**config.mk**
```make
export PLATFORM = sky130hd
export DESIGN_NAME = sstc_device_flat
export DESIGN_NICKNAME = d
export VERILOG_FILES = /design/src/inc/sstc_pkg.sv /design/src/inc/sstc_if.sv /design/src/hdl/sstc_device.sv /design/src/flat_wrapper.sv
export SDC_FILE = /design/constraint.sdc
export NUM_CORES = 1
export LEC_CHECK = 0
export ABC_AREA = 1
export BUFFER_PORTS_ARGS = -buffer_cell sky130_fd_sc_hd__buf_2
export CORE_ASPECT_RATIO = 0.8
export CORE_UTILIZATION = 45
export CTS_CLUSTER_SIZE = 24
export DETAILED_ROUTE_END_ITERATION = 8
export PLACE_DENSITY = 0.73
export SLEW_MARGIN = 20
export SYNTH_ARGS = -nofsm -noshare
export SYNTH_HDL_FRONTEND = slang
export SYNTH_SLANG_ARGS = --single-unit
```
**constraint.sdc**
```tcl
create_clock -name mclk -period 4.2 [get_ports mclk]
set_input_delay 0.42 -clock mclk [delete_from_list [all_inputs] [get_ports mclk]]
set_output_delay 0.42 -clock mclk [all_outputs]
set_load 0.03 [all_outputs]
```
**src/inc/sstc_pkg.sv**
```systemverilog
// Shared constants and types for the sensor standby/trigger/clock control pair
package sstc_pkg;
	// ----------------------------------------
	// Control, trigger and config word field positions
	// ----------------------------------------
	localparam int CTL_STREAM_BIT   = 2;   // Streaming select
	localparam int CTL_DRIVE_BIT    = 6;   // Parallel output drive select
	localparam int CTL_GPIEN_BIT    = 8;   // General input enable
	localparam int TRIG_GLOBAL_BIT  = 0;   // Global trigger bit
	localparam int CFG_PROFILE_BIT  = 7;   // Clocking profile select
	localparam int CTL_W            = 16;  // Control word width
	// ----------------------------------------
	// Reset values
	// ----------------------------------------
	localparam logic [15:0] CTL_RST     = 16'h0000;
	localparam logic [15:0] TRIG_RST    = 16'h0000;
	localparam logic [15:0] CFG_RST     = 16'h0000;
	localparam logic [7:0]  PREDIV_RST  = 8'h01;
	localparam logic [7:0]  MULT_RST    = 8'h10;
	localparam logic [7:0]  SYSDIV_RST  = 8'h01;
	localparam logic [7:0]  PIXDIV_RST  = 8'h0A;
	// ----------------------------------------
	// Divider limits
	// ----------------------------------------
	localparam logic [7:0]  PREDIV_MIN  = 8'h01;
	localparam logic [7:0]  PREDIV_MAX  = 8'h40;
	localparam logic [7:0]  MULT_MIN    = 8'h10;
	localparam logic [7:0]  MULT_MAX    = 8'hC8;
	localparam logic [7:0]  SYSDIV_MAX  = 8'h16;
	localparam logic [7:0]  PIXDIV_MIN  = 8'h04;
	localparam logic [7:0]  PIXDIV_MAX  = 8'h0A;
	// ----------------------------------------
	// Timing and data width
	// ----------------------------------------
	localparam int LOCK_REF_CYCLES = 6750; // Reference clocks of PLL lock wait
	localparam int DATA_W          = 10;   // Parallel data width
	// ----------------------------------------
	// Host register offsets
	// ----------------------------------------
	localparam logic [4:0] A_PINS = 5'h00; // [0] standby release, [7:4] inputs
	localparam logic [4:0] A_CMD  = 5'h04; // [31:0] word, sent with select
	localparam logic [4:0] A_SEL  = 5'h08; // [1:0] select, write launches
	localparam logic [4:0] A_STAT = 5'h0C; // Sensor status, read only
	// Host command codes
	typedef enum logic [1:0] {SSTC_CMD_CTL, SSTC_CMD_TRIG, SSTC_CMD_CFG, SSTC_CMD_DIV} sstc_cmd_t;
endpackage

```
**src/inc/sstc_if.sv**
```systemverilog
// Pin-level carrier between sensor control and host controller
`timescale 1ns/1ps
interface sstc_if;
	logic        standbyHw_n;    // Hardware standby, low = standby
	logic        factoryMode;    // Must be low
	logic [3:0]  gpi;            // General inputs
	logic        wrEn;           // Register write strobe
	logic [1:0]  wrSel;          // Register select
	logic [31:0] wrData;         // Write data
	logic [3:0]  gpiStatus;      // Live general input levels
	logic [2:0]  state;          // 0 hw sb,1 soft sb,2 lock,3 stream
	logic        triggerActive;  // Global trigger
	logic        profileSel;     // Clocking profile
	logic        divLegal;       // Divider setting within limits
	logic        parOe;          // Parallel bus/pixel clock enable
	logic        serOe;          // Serial pads enable
	logic        strobeOe;       // Strobe/exposure enable
	logic        strobeOut;      // Strobe level
	logic        pllActive;      // PLL output connected
	modport dev  (input standbyHw_n, factoryMode, gpi, wrEn, wrSel, wrData,
		output gpiStatus, state, triggerActive, profileSel, divLegal, parOe, serOe,
		strobeOe, strobeOut, pllActive);
	modport host (output standbyHw_n, factoryMode, gpi, wrEn, wrSel, wrData,
		input gpiStatus, state, triggerActive, profileSel, divLegal, parOe, serOe,
		strobeOe, strobeOut, pllActive);
endinterface

```
**src/hdl/sstc_device.sv**
```systemverilog
// Sensor end: pad states, general inputs, standby/trigger arbitration, PLL control
// Notes on behaviour
// - Hardware standby floats parallel outputs and pixel clock
// - Strobe outputs float in hardware, low in soft
// - Serial pads float in hardware standby
// - Host holds factory mode input low
// - General inputs work only when enable bit set
// - Live general input levels readable as status
// - Each function maps to any input set
// - Standby pin high forces soft standby
// - Trigger from global bit or pin
// - Config bit seven selects clocking profile
// - Prescaler, multiplier, dividers build output clocks; here the pixel clock comes from mclk and the array divider alone
// - Divider values checked against declared limits
// - Host picks even PLL multiplier; sstc_host passes any multiplier and leaves this to software
// - Output pixel clock never exceeds array clock
// - Host keeps divider pairs inside legal table; sstc_host passes any pair and leaves this to software
// - Output-enable pin low forces driven
// - PLL connected 6750 reference clocks after leaving standby
//
// The AXI4-Lite interface to the registers and the register addresses were left to the implementer.
`timescale 1ns/1ps
module sstc_device
	import sstc_pkg::*;
(
	// Clock, reset, enable
	input  wire logic mclk,
	input  wire logic arst_n,
	input  wire logic clkEn,
	// Pins from host
	sstc_if.dev       pins,
	// Pad outputs toward the world
	output logic [DATA_W-1:0] parData,
	output logic              pixClkOut,
	output logic              lineValidOut,
	output logic              frameValidOut
);
	import sstc_pkg::*;

	// ----------------------------------------
	// State and registers
	// ----------------------------------------
	typedef enum {ST_HWSB, ST_SOFTSB, ST_LOCK, ST_STREAM} sstc_state_t;
	sstc_state_t st_r;                 // System state
	logic [15:0] ctl_r;                // Control word
	logic [15:0] trig_r;               // Trigger word
	logic [15:0] cfg_r;                // Config word
	logic [3:0]  mapOe_r;              // Output-enable input map
	logic [3:0]  mapSb_r;              // Standby input map
	logic [3:0]  mapTrg_r;             // Trigger input map
	logic [7:0]  preDiv_r;             // Prescaler divisor
	logic [7:0]  mult_r;               // VCO multiplier
	logic [7:0]  sysDiv_r;             // Output system divider
	logic [7:0]  pixDiv_r;             // Array pixel divider
	logic [12:0] lockCnt_r;            // Lock wait counter
	logic [3:0]  gpiMeta_r;            // Synchroniser first stage
	logic [3:0]  gpiSync_r;            // Synchroniser second stage
	logic [1:0]  hwSync_r;             // Standby pin synchroniser
	logic [7:0]  divCnt_r;             // Pixel clock divider count
	logic [7:0]  pixCnt_r;             // Pixel counter for dummy frame

	// Any mapped input high; unenabled or unmapped inputs count as nothing
	function automatic logic mapHit(input logic [3:0] m, input logic [3:0] g, input logic en);
		mapHit = en && |(m & g);
	endfunction

	logic gpiEn;
	logic oePinHigh;
	logic oeMapped;
	logic sbPin;
	logic trigOn;
	logic driveOn;
	logic wantStream;
	assign gpiEn      = ctl_r[CTL_GPIEN_BIT];
	assign oeMapped   = gpiEn && |mapOe_r;
	assign oePinHigh  = mapHit(mapOe_r, gpiSync_r, gpiEn);
	// Pin low forces driven; pin high defers to bit 6
	assign driveOn    = ctl_r[CTL_DRIVE_BIT] || (oeMapped && !oePinHigh);
	assign sbPin      = mapHit(mapSb_r, gpiSync_r, gpiEn);
	assign wantStream = ctl_r[CTL_STREAM_BIT] && !sbPin;
	assign trigOn     = trig_r[TRIG_GLOBAL_BIT]
		|| mapHit(mapTrg_r, gpiSync_r, gpiEn);

	// ----------------------------------------
	// Input synchronisers
	// ----------------------------------------
	always_ff @(posedge mclk or negedge arst_n) begin
		if (!arst_n) begin
			gpiMeta_r <= 4'h0;
			gpiSync_r <= 4'h0;
			hwSync_r  <= 2'b00;
		end else if (clkEn) begin
			gpiMeta_r <= pins.gpi;
			gpiSync_r <= gpiMeta_r;
			hwSync_r  <= {hwSync_r[0], pins.standbyHw_n};
		end
	end

	// ----------------------------------------
	// Register writes (factory mode assumed low)
	// ----------------------------------------
	always_ff @(posedge mclk or negedge arst_n) begin
		if (!arst_n) begin
			ctl_r    <= CTL_RST;
			trig_r   <= TRIG_RST;
			cfg_r    <= CFG_RST;
			mapOe_r  <= 4'h0;
			mapSb_r  <= 4'h0;
			mapTrg_r <= 4'h0;
			preDiv_r <= PREDIV_RST;
			mult_r   <= MULT_RST;
			sysDiv_r <= SYSDIV_RST;
			pixDiv_r <= PIXDIV_RST;
		end else if (clkEn) begin
			if (!hwSync_r[1]) begin
				// Hardware standby restores control and trigger word defaults
				ctl_r  <= CTL_RST;
				trig_r <= TRIG_RST;
			end else if (pins.wrEn) begin
				case (pins.wrSel)
					SSTC_CMD_CTL: begin
						ctl_r <= pins.wrData[15:0];
					end
					SSTC_CMD_TRIG: begin
						trig_r   <= pins.wrData[15:0];
						mapOe_r  <= pins.wrData[19:16];
						mapSb_r  <= pins.wrData[23:20];
						mapTrg_r <= pins.wrData[27:24];
					end
					SSTC_CMD_CFG: begin
						cfg_r <= pins.wrData[15:0];
					end
					default: begin
						// Divisors only accepted outside streaming
						if (st_r != ST_STREAM) begin
							preDiv_r <= pins.wrData[7:0];
							mult_r   <= pins.wrData[15:8];
							sysDiv_r <= pins.wrData[23:16];
							pixDiv_r <= pins.wrData[31:24];
						end
					end
				endcase
			end
		end
	end

	// ----------------------------------------
	// System state and PLL lock wait
	// ----------------------------------------
	always_ff @(posedge mclk or negedge arst_n) begin
		if (!arst_n) begin
			st_r      <= ST_HWSB;
			lockCnt_r <= 13'd0;
		end else if (clkEn) begin
			if (!hwSync_r[1]) begin
				st_r <= ST_HWSB;
			end else begin
				case (st_r)
					ST_HWSB: begin
						st_r <= ST_SOFTSB;
					end
					ST_SOFTSB: begin
						if (wantStream) begin
							st_r      <= ST_LOCK;
							lockCnt_r <= 13'(LOCK_REF_CYCLES - 1);
						end
					end
					ST_LOCK: begin
						if (!wantStream) begin
							st_r <= ST_SOFTSB;
						end else if (lockCnt_r == 13'd0) begin
							st_r <= ST_STREAM;
						end else begin
							lockCnt_r <= lockCnt_r - 13'd1;
						end
					end
					ST_STREAM: begin
						if (!wantStream) begin
							st_r <= ST_SOFTSB;
						end
					end
					default: begin
						st_r <= ST_HWSB;
					end
				endcase
			end
		end
	end

	// ----------------------------------------
	// Output clock chain: divider limits and pixel clock
	// ----------------------------------------
	logic legal;
	assign legal = preDiv_r >= PREDIV_MIN && preDiv_r <= PREDIV_MAX
		&& mult_r >= MULT_MIN && mult_r <= MULT_MAX
		&& sysDiv_r != 8'h00 && sysDiv_r <= SYSDIV_MAX
		&& pixDiv_r >= PIXDIV_MIN && pixDiv_r <= PIXDIV_MAX;

	// Pixel clock toggles every array-divider count; a stand-in for the real VCO
	always_ff @(posedge mclk or negedge arst_n) begin
		if (!arst_n) begin
			divCnt_r  <= 8'h00;
			pixClkOut <= 1'b0;
			pixCnt_r  <= 8'h00;
		end else if (clkEn) begin
			if (st_r != ST_STREAM) begin
				divCnt_r  <= 8'h00;
				pixClkOut <= 1'b0;
			end else if (divCnt_r >= pixDiv_r - 8'h01) begin
				divCnt_r  <= 8'h00;
				pixClkOut <= !pixClkOut;
				pixCnt_r  <= pixCnt_r + 8'h01;
			end else begin
				divCnt_r <= divCnt_r + 8'h01;
			end
		end
	end

	// ----------------------------------------
	// Pad enables and status, all registered
	// ----------------------------------------
	always_ff @(posedge mclk or negedge arst_n) begin
		if (!arst_n) begin
			pins.gpiStatus     <= 4'h0;
			pins.state         <= 3'd0;
			pins.triggerActive <= 1'b0;
			pins.profileSel    <= 1'b0;
			pins.divLegal      <= 1'b0;
			pins.parOe         <= 1'b0;
			pins.serOe         <= 1'b0;
			pins.strobeOe      <= 1'b0;
			pins.strobeOut     <= 1'b0;
			pins.pllActive     <= 1'b0;
			parData            <= '0;
			lineValidOut       <= 1'b0;
			frameValidOut      <= 1'b0;
		end else if (clkEn) begin
			pins.gpiStatus     <= gpiSync_r;
			pins.state         <= 3'(st_r);
			pins.triggerActive <= trigOn && st_r != ST_HWSB;
			pins.profileSel    <= cfg_r[CFG_PROFILE_BIT];
			pins.divLegal      <= legal;
			pins.parOe         <= st_r != ST_HWSB && driveOn;
			pins.serOe         <= st_r == ST_STREAM;
			pins.strobeOe      <= st_r != ST_HWSB;
			pins.strobeOut     <= st_r == ST_STREAM && trigOn;
			pins.pllActive     <= st_r == ST_STREAM;
			parData            <= DATA_W'(pixCnt_r);
			lineValidOut       <= st_r == ST_STREAM;
			frameValidOut      <= st_r == ST_STREAM;
		end
	end
endmodule

```
**src/flat_wrapper.sv**
```systemverilog
// flat-port wrapper written by rule: the top's interface ports become plain ports
module sstc_device_flat import sstc_pkg::*;
  (mclk, arst_n, clkEn, parData, pixClkOut, lineValidOut, frameValidOut, pins_standbyHw_n, pins_factoryMode, pins_gpi, pins_wrEn, pins_wrSel, pins_wrData, pins_gpiStatus, pins_state, pins_triggerActive, pins_profileSel, pins_divLegal, pins_parOe, pins_serOe, pins_strobeOe, pins_strobeOut, pins_pllActive);
  sstc_if pins_i ();
  input  wire logic mclk;
  input  wire logic arst_n;
  input  wire logic clkEn;
  output logic [DATA_W-1:0] parData;
  output logic pixClkOut;
  output logic lineValidOut;
  output logic frameValidOut;
  input wire logic [$bits(pins_i.standbyHw_n)-1:0] pins_standbyHw_n;
  input wire logic [$bits(pins_i.factoryMode)-1:0] pins_factoryMode;
  input wire logic [$bits(pins_i.gpi)-1:0] pins_gpi;
  input wire logic [$bits(pins_i.wrEn)-1:0] pins_wrEn;
  input wire logic [$bits(pins_i.wrSel)-1:0] pins_wrSel;
  input wire logic [$bits(pins_i.wrData)-1:0] pins_wrData;
  output wire logic [$bits(pins_i.gpiStatus)-1:0] pins_gpiStatus;
  output wire logic [$bits(pins_i.state)-1:0] pins_state;
  output wire logic [$bits(pins_i.triggerActive)-1:0] pins_triggerActive;
  output wire logic [$bits(pins_i.profileSel)-1:0] pins_profileSel;
  output wire logic [$bits(pins_i.divLegal)-1:0] pins_divLegal;
  output wire logic [$bits(pins_i.parOe)-1:0] pins_parOe;
  output wire logic [$bits(pins_i.serOe)-1:0] pins_serOe;
  output wire logic [$bits(pins_i.strobeOe)-1:0] pins_strobeOe;
  output wire logic [$bits(pins_i.strobeOut)-1:0] pins_strobeOut;
  output wire logic [$bits(pins_i.pllActive)-1:0] pins_pllActive;
  assign pins_i.standbyHw_n = pins_standbyHw_n;
  assign pins_i.factoryMode = pins_factoryMode;
  assign pins_i.gpi = pins_gpi;
  assign pins_i.wrEn = pins_wrEn;
  assign pins_i.wrSel = pins_wrSel;
  assign pins_i.wrData = pins_wrData;
  assign pins_gpiStatus = pins_i.gpiStatus;
  assign pins_state = pins_i.state;
  assign pins_triggerActive = pins_i.triggerActive;
  assign pins_profileSel = pins_i.profileSel;
  assign pins_divLegal = pins_i.divLegal;
  assign pins_parOe = pins_i.parOe;
  assign pins_serOe = pins_i.serOe;
  assign pins_strobeOe = pins_i.strobeOe;
  assign pins_strobeOut = pins_i.strobeOut;
  assign pins_pllActive = pins_i.pllActive;
  sstc_device u_core (.mclk(mclk), .arst_n(arst_n), .clkEn(clkEn), .pins(pins_i), .parData(parData), .pixClkOut(pixClkOut), .lineValidOut(lineValidOut), .frameValidOut(frameValidOut));
endmodule
```
==> results.cfg <==
[status]
run_status = finished clean

[sta]
setup_total_negative_slack_ns = 0
final_min_period_over_clock_period_pct = 61.5
period_needed_ns = 2.58
setup_viol_count_final = 0
worst-slew-pin-transition_ns = 0.780
rsz_0062_raised_after_global_routing = false
fmax_ghz = 0.387
final_count_of_pins_violating_max_slew = 0
slew_headroom_pct = 47.9
report.final.hold_viol_count = 0
clock_skew_ns = 0.0110

[clock_tree]
clk_latency_ns = 0.35
cts-root-buf = sky130_fd_sc_hd__clkbuf_16
clock_tree_buffer_depth = 2
cts_sinks = 112
cts.repair_timing.setup_buffer_count = 0
cts_htree_levels = 3
cts.hold.buffers_added = 0
post_cts.resized_instances = 0
cts-buffers-inserted = 9
clk_transition_reported_paths_ns = 0.07
clock_tree_from_tritoncts = yes

[setup_path]
timing.critical_path.slowest_cell_delay_ns = 0.43
required_ns = 4.44
timing.rr.start = u_core.pixDiv_r[2]
cell_family_with_the_largest_share_of_critical_path_delay = simple AND/OR/NAND/NOR gates
critical_path_arrival_ns = 2.82
rr_worst_depth = 12
reg2reg_to = u_core.pixCnt_r[4]
regToRegSetupSlack_ns = 1.62
timing.critical_path.cells = nor2_1, nand2_1, nor3_1, xnor2_1, ha_1, a21oi_1, o21a_1, nand3_1, nand2_1, inv_1, nand2_1, nand2_1
cp-start-kind = flop
cp.buffers_inverters = 1
slowest_stage = sky130_fd_sc_hd__dfrtp_1
timing.critical_path.fanout_max = 12
setup.worst_path.class = flop to flop
cpMostUsedCell = sky130_fd_sc_hd__nand2_1
setup.worst_path.end_class = flop

[pwr]
vdd_ir_drop_max_mv = 0.299
netSwitchingFraction_pct = 31.5
leakagePower_uw = 0.00329
power.density_cell_area_mw_per_mm2 = 490
logic_pwr_share_pct = 23.5
internal_power_uw = 2110
clockPowerShare_pct = 30.5
power.net_switching_uw = 967
share_seq_of_total_power_pct = 46.0

[global_route]
residual_overflow_from_global_routing = 0
first_global_vias = 3958
grt_pass1_wl_mm = 19.8
maximum_number_of_pins_on_one_net_before_global_route_repair = 43
antenna_found_initial = 0
grt_util_all_layers_pct = 19.8

[placed_design]
dp.final_hpwl_mm = 8.35
routabilityCongestion = 0.807
placement.io_buffers = 67

[routing]
detail_route.first_pass.iterations = 4
detail_route.wirelength_mm = 11.7
postRouteAntennaNets = 0
post-route-drc-count = 0
vias = 4169
drtIter0Drc = 243
avgViaCountPerCell = 5.00
routed_wire_length_per_instance_um = 14.0

[cells_and_area]
most-common-layout-cells = sky130_fd_sc_hd__nand2_1, sky130_fd_sc_hd__dfrtp_1, sky130_fd_sc_hd__buf_2, sky130_fd_sc_hd__nor2_1, sky130_fd_sc_hd__inv_1
layout.core_utilization_pct = 53.5
nNetsFinal = 738
post_route_cells_drive_above_1_share_pct = 19.4
layout_commonest_cell = sky130_fd_sc_hd__nand2_1
antenna_cells = 0
flow.area_growth_from_synthesis_pct = 13.6

[yosys]
yosys-top-cells-area = sky130_fd_sc_hd__dfrtp_1, sky130_fd_sc_hd__nand2_1, sky130_fd_sc_hd__mux2_4
syn-mean-instance-area_um2 = 8.92
synth.cell_area_mm2 = 0.00553
synth-warning-count = 0
yosys.cell_types.count = 35
netlist.area_leader.share_pct = 48.4
ys_ff_latch = 112
seq_area_frac_synth_pct = 50.8
synth_area_leader_cell = sky130_fd_sc_hd__dfrtp_1
syn-instance-count = 620

[hold_path]
hold_class = primary input to asynchronous set/reset pin

[floorplan]
die_area_mm2 = 0.0127
num_rows = 35
die-width_um = 126
start_util_pct = 47.1
core_mm2 = 0.0117
ioPinCount = 72
floorplan.die.height_um = 101

[flow_run]
max_cap_viol_count = 0
## kinds of logic after synthesis
| logic type | count (synthesis) | share of synthesized area [%] |
|---|---|---|
| AOI/OAI and AO/OA | 79 | 7.65 |
| other | 1 | 0.0678 |
| and+or+nand+nor | 289 | 22.2 |
| DFF | 112 | 50.8 |
| adders and majority gates | 13 | 2.94 |
| muxes | 23 | 6.04 |
| xor gates and xnor gates | 25 | 3.96 |
| buffers and inverters | 78 | 6.29 |
## through the flow
step                      setup WS (ns)  std cells  hold WS [ns]  instance area (um^2)  power, uW
after floorplan                    2.12        622         0.124                  5540       1950
after global placement             1.67        818         0.415                  5950       2110
after detailed placement           1.63        818         0.418                  5950       2150
after CTS                          1.61        834        0.0493                  6280       3090
after global routing               1.37        834        0.0649                  6280       3260
final                              1.62        834        0.0398                  6280       3070
## area by class of cell
| type | instances | area (um^2) |
|---|---|---|
| Timing Repair Buffer | 71 | 368 |
| Fill cell | 1056 | 5460 |
| Sequential cell | 112 | 2810 |
| Clock inverter | 6 | 103 |
| Inverter | 55 | 206 |
| Clock buffer | 10 | 229 |
| Multi-Input combinational cell | 432 | 2380 |
| Tap cell | 148 | 185 |
## how the worst max path moves through the flow
stage / cells past startpoint / endpoint / startpoint / slack (ns)
6_report: 12 / u_core.pixCnt_r[4] / u_core.pixDiv_r[2] / 1.62
5_1_grt: 13 / u_core.pixCnt_r[7] / u_core.pixDiv_r[2] / 1.37
4_1_cts: 12 / u_core.pixCnt_r[4] / u_core.pixDiv_r[2] / 1.61
3_5_place_dp: 12 / u_core.pixCnt_r[4] / u_core.pixDiv_r[2] / 1.63
3_3_place_gp: 5 / u_core.pixDiv_r[4] / clkEn / 1.67
2_1_floorplan: 12 / u_core.pixCnt_r[2] / u_core.pixDiv_r[1] / 2.12
## worst reg2reg max path, stage by stage (launching register included)
cell and delay [ns]:
sky130_fd_sc_hd__dfrtp_1 0.43, sky130_fd_sc_hd__nor2_1 0.17, sky130_fd_sc_hd__nand2_1 0.10, sky130_fd_sc_hd__nor3_1 0.20
sky130_fd_sc_hd__xnor2_1 0.17, sky130_fd_sc_hd__ha_1 0.28, sky130_fd_sc_hd__a21oi_1 0.13, sky130_fd_sc_hd__o21a_1 0.16
sky130_fd_sc_hd__nand3_1 0.14, sky130_fd_sc_hd__nand2_1 0.32, sky130_fd_sc_hd__inv_1 0.21, sky130_fd_sc_hd__nand2_1 0.11
sky130_fd_sc_hd__nand2_1 0.06
## registers in the layout, indices dropped and copies added (netlist names), 4 cells and up
register / cells
u_core.sysDiv_r: 8
u_core.preDiv_r: 8
u_core.mapTrg_r: 4
u_core.mapOe_r: 4
u_core.pixDiv_r: 8
u_core.gpiSync_r: 4
u_core.mult_r: 8
u_core.pins.gpiStatus: 4
u_core.mapSb_r: 4
u_core.lockCnt_r: 13
u_core.gpiMeta_r: 4
u_core.divCnt_r: 8
u_core.parData: 8
u_core.pixCnt_r: 8
## per-layer routing
layer  part of all wire [%]  GRT usage (%)  vias to the layer above
met3                    4.3           4.38                        9
met4                   0.92           5.65                        0
met2                     47           31.7                       77
met5                      0              0                        -
met1                     48           27.3                     1984
li1                       -              -                     2099
## power by group through the flow
stage	clock network [uW]	logic [uW]	registers, uW
3_5_place_dp	0	713	1430
3_3_place_gp	0	690	1420
2_1_floorplan	0	522	1420
4_1_cts	955	727	1410
6_report	937	722	1420
5_1_grt	996	821	1440
## Yosys cell counts
library cell and instances:
sky130_fd_sc_hd__o22ai_1 2, sky130_fd_sc_hd__dfrtp_1 107, sky130_fd_sc_hd__dfstp_2 5, sky130_fd_sc_hd__nor2_2 3, sky130_fd_sc_hd__buf_6 3, sky130_fd_sc_hd__nor3_1 9, sky130_fd_sc_hd__nand4_4 1, sky130_fd_sc_hd__mux2_4 20
sky130_fd_sc_hd__or2_2 1, sky130_fd_sc_hd__conb_1 1, sky130_fd_sc_hd__clkbuf_1 8, sky130_fd_sc_hd__buf_2 5, sky130_fd_sc_hd__nand2_4 1, sky130_fd_sc_hd__ha_1 13, sky130_fd_sc_hd__buf_4 7, sky130_fd_sc_hd__xor2_1 17
sky130_fd_sc_hd__o21ai_2 3, sky130_fd_sc_hd__nor2_4 3, sky130_fd_sc_hd__mux2_2 3, sky130_fd_sc_hd__a21oi_1 16, sky130_fd_sc_hd__nand3_1 22, sky130_fd_sc_hd__nor3_2 1, sky130_fd_sc_hd__o21ai_0 49, sky130_fd_sc_hd__xnor2_1 8
sky130_fd_sc_hd__nand4_1 10, sky130_fd_sc_hd__nand2_2 5, sky130_fd_sc_hd__nor3b_1 1, sky130_fd_sc_hd__nor2_1 58, sky130_fd_sc_hd__inv_1 54, sky130_fd_sc_hd__inv_2 1, sky130_fd_sc_hd__nand2_1 174, sky130_fd_sc_hd__o21ai_1 4
sky130_fd_sc_hd__o211ai_1 3, sky130_fd_sc_hd__o21a_1 1, sky130_fd_sc_hd__o221ai_1 1
No activity file was read; power rests on OpenSTA's default activity.
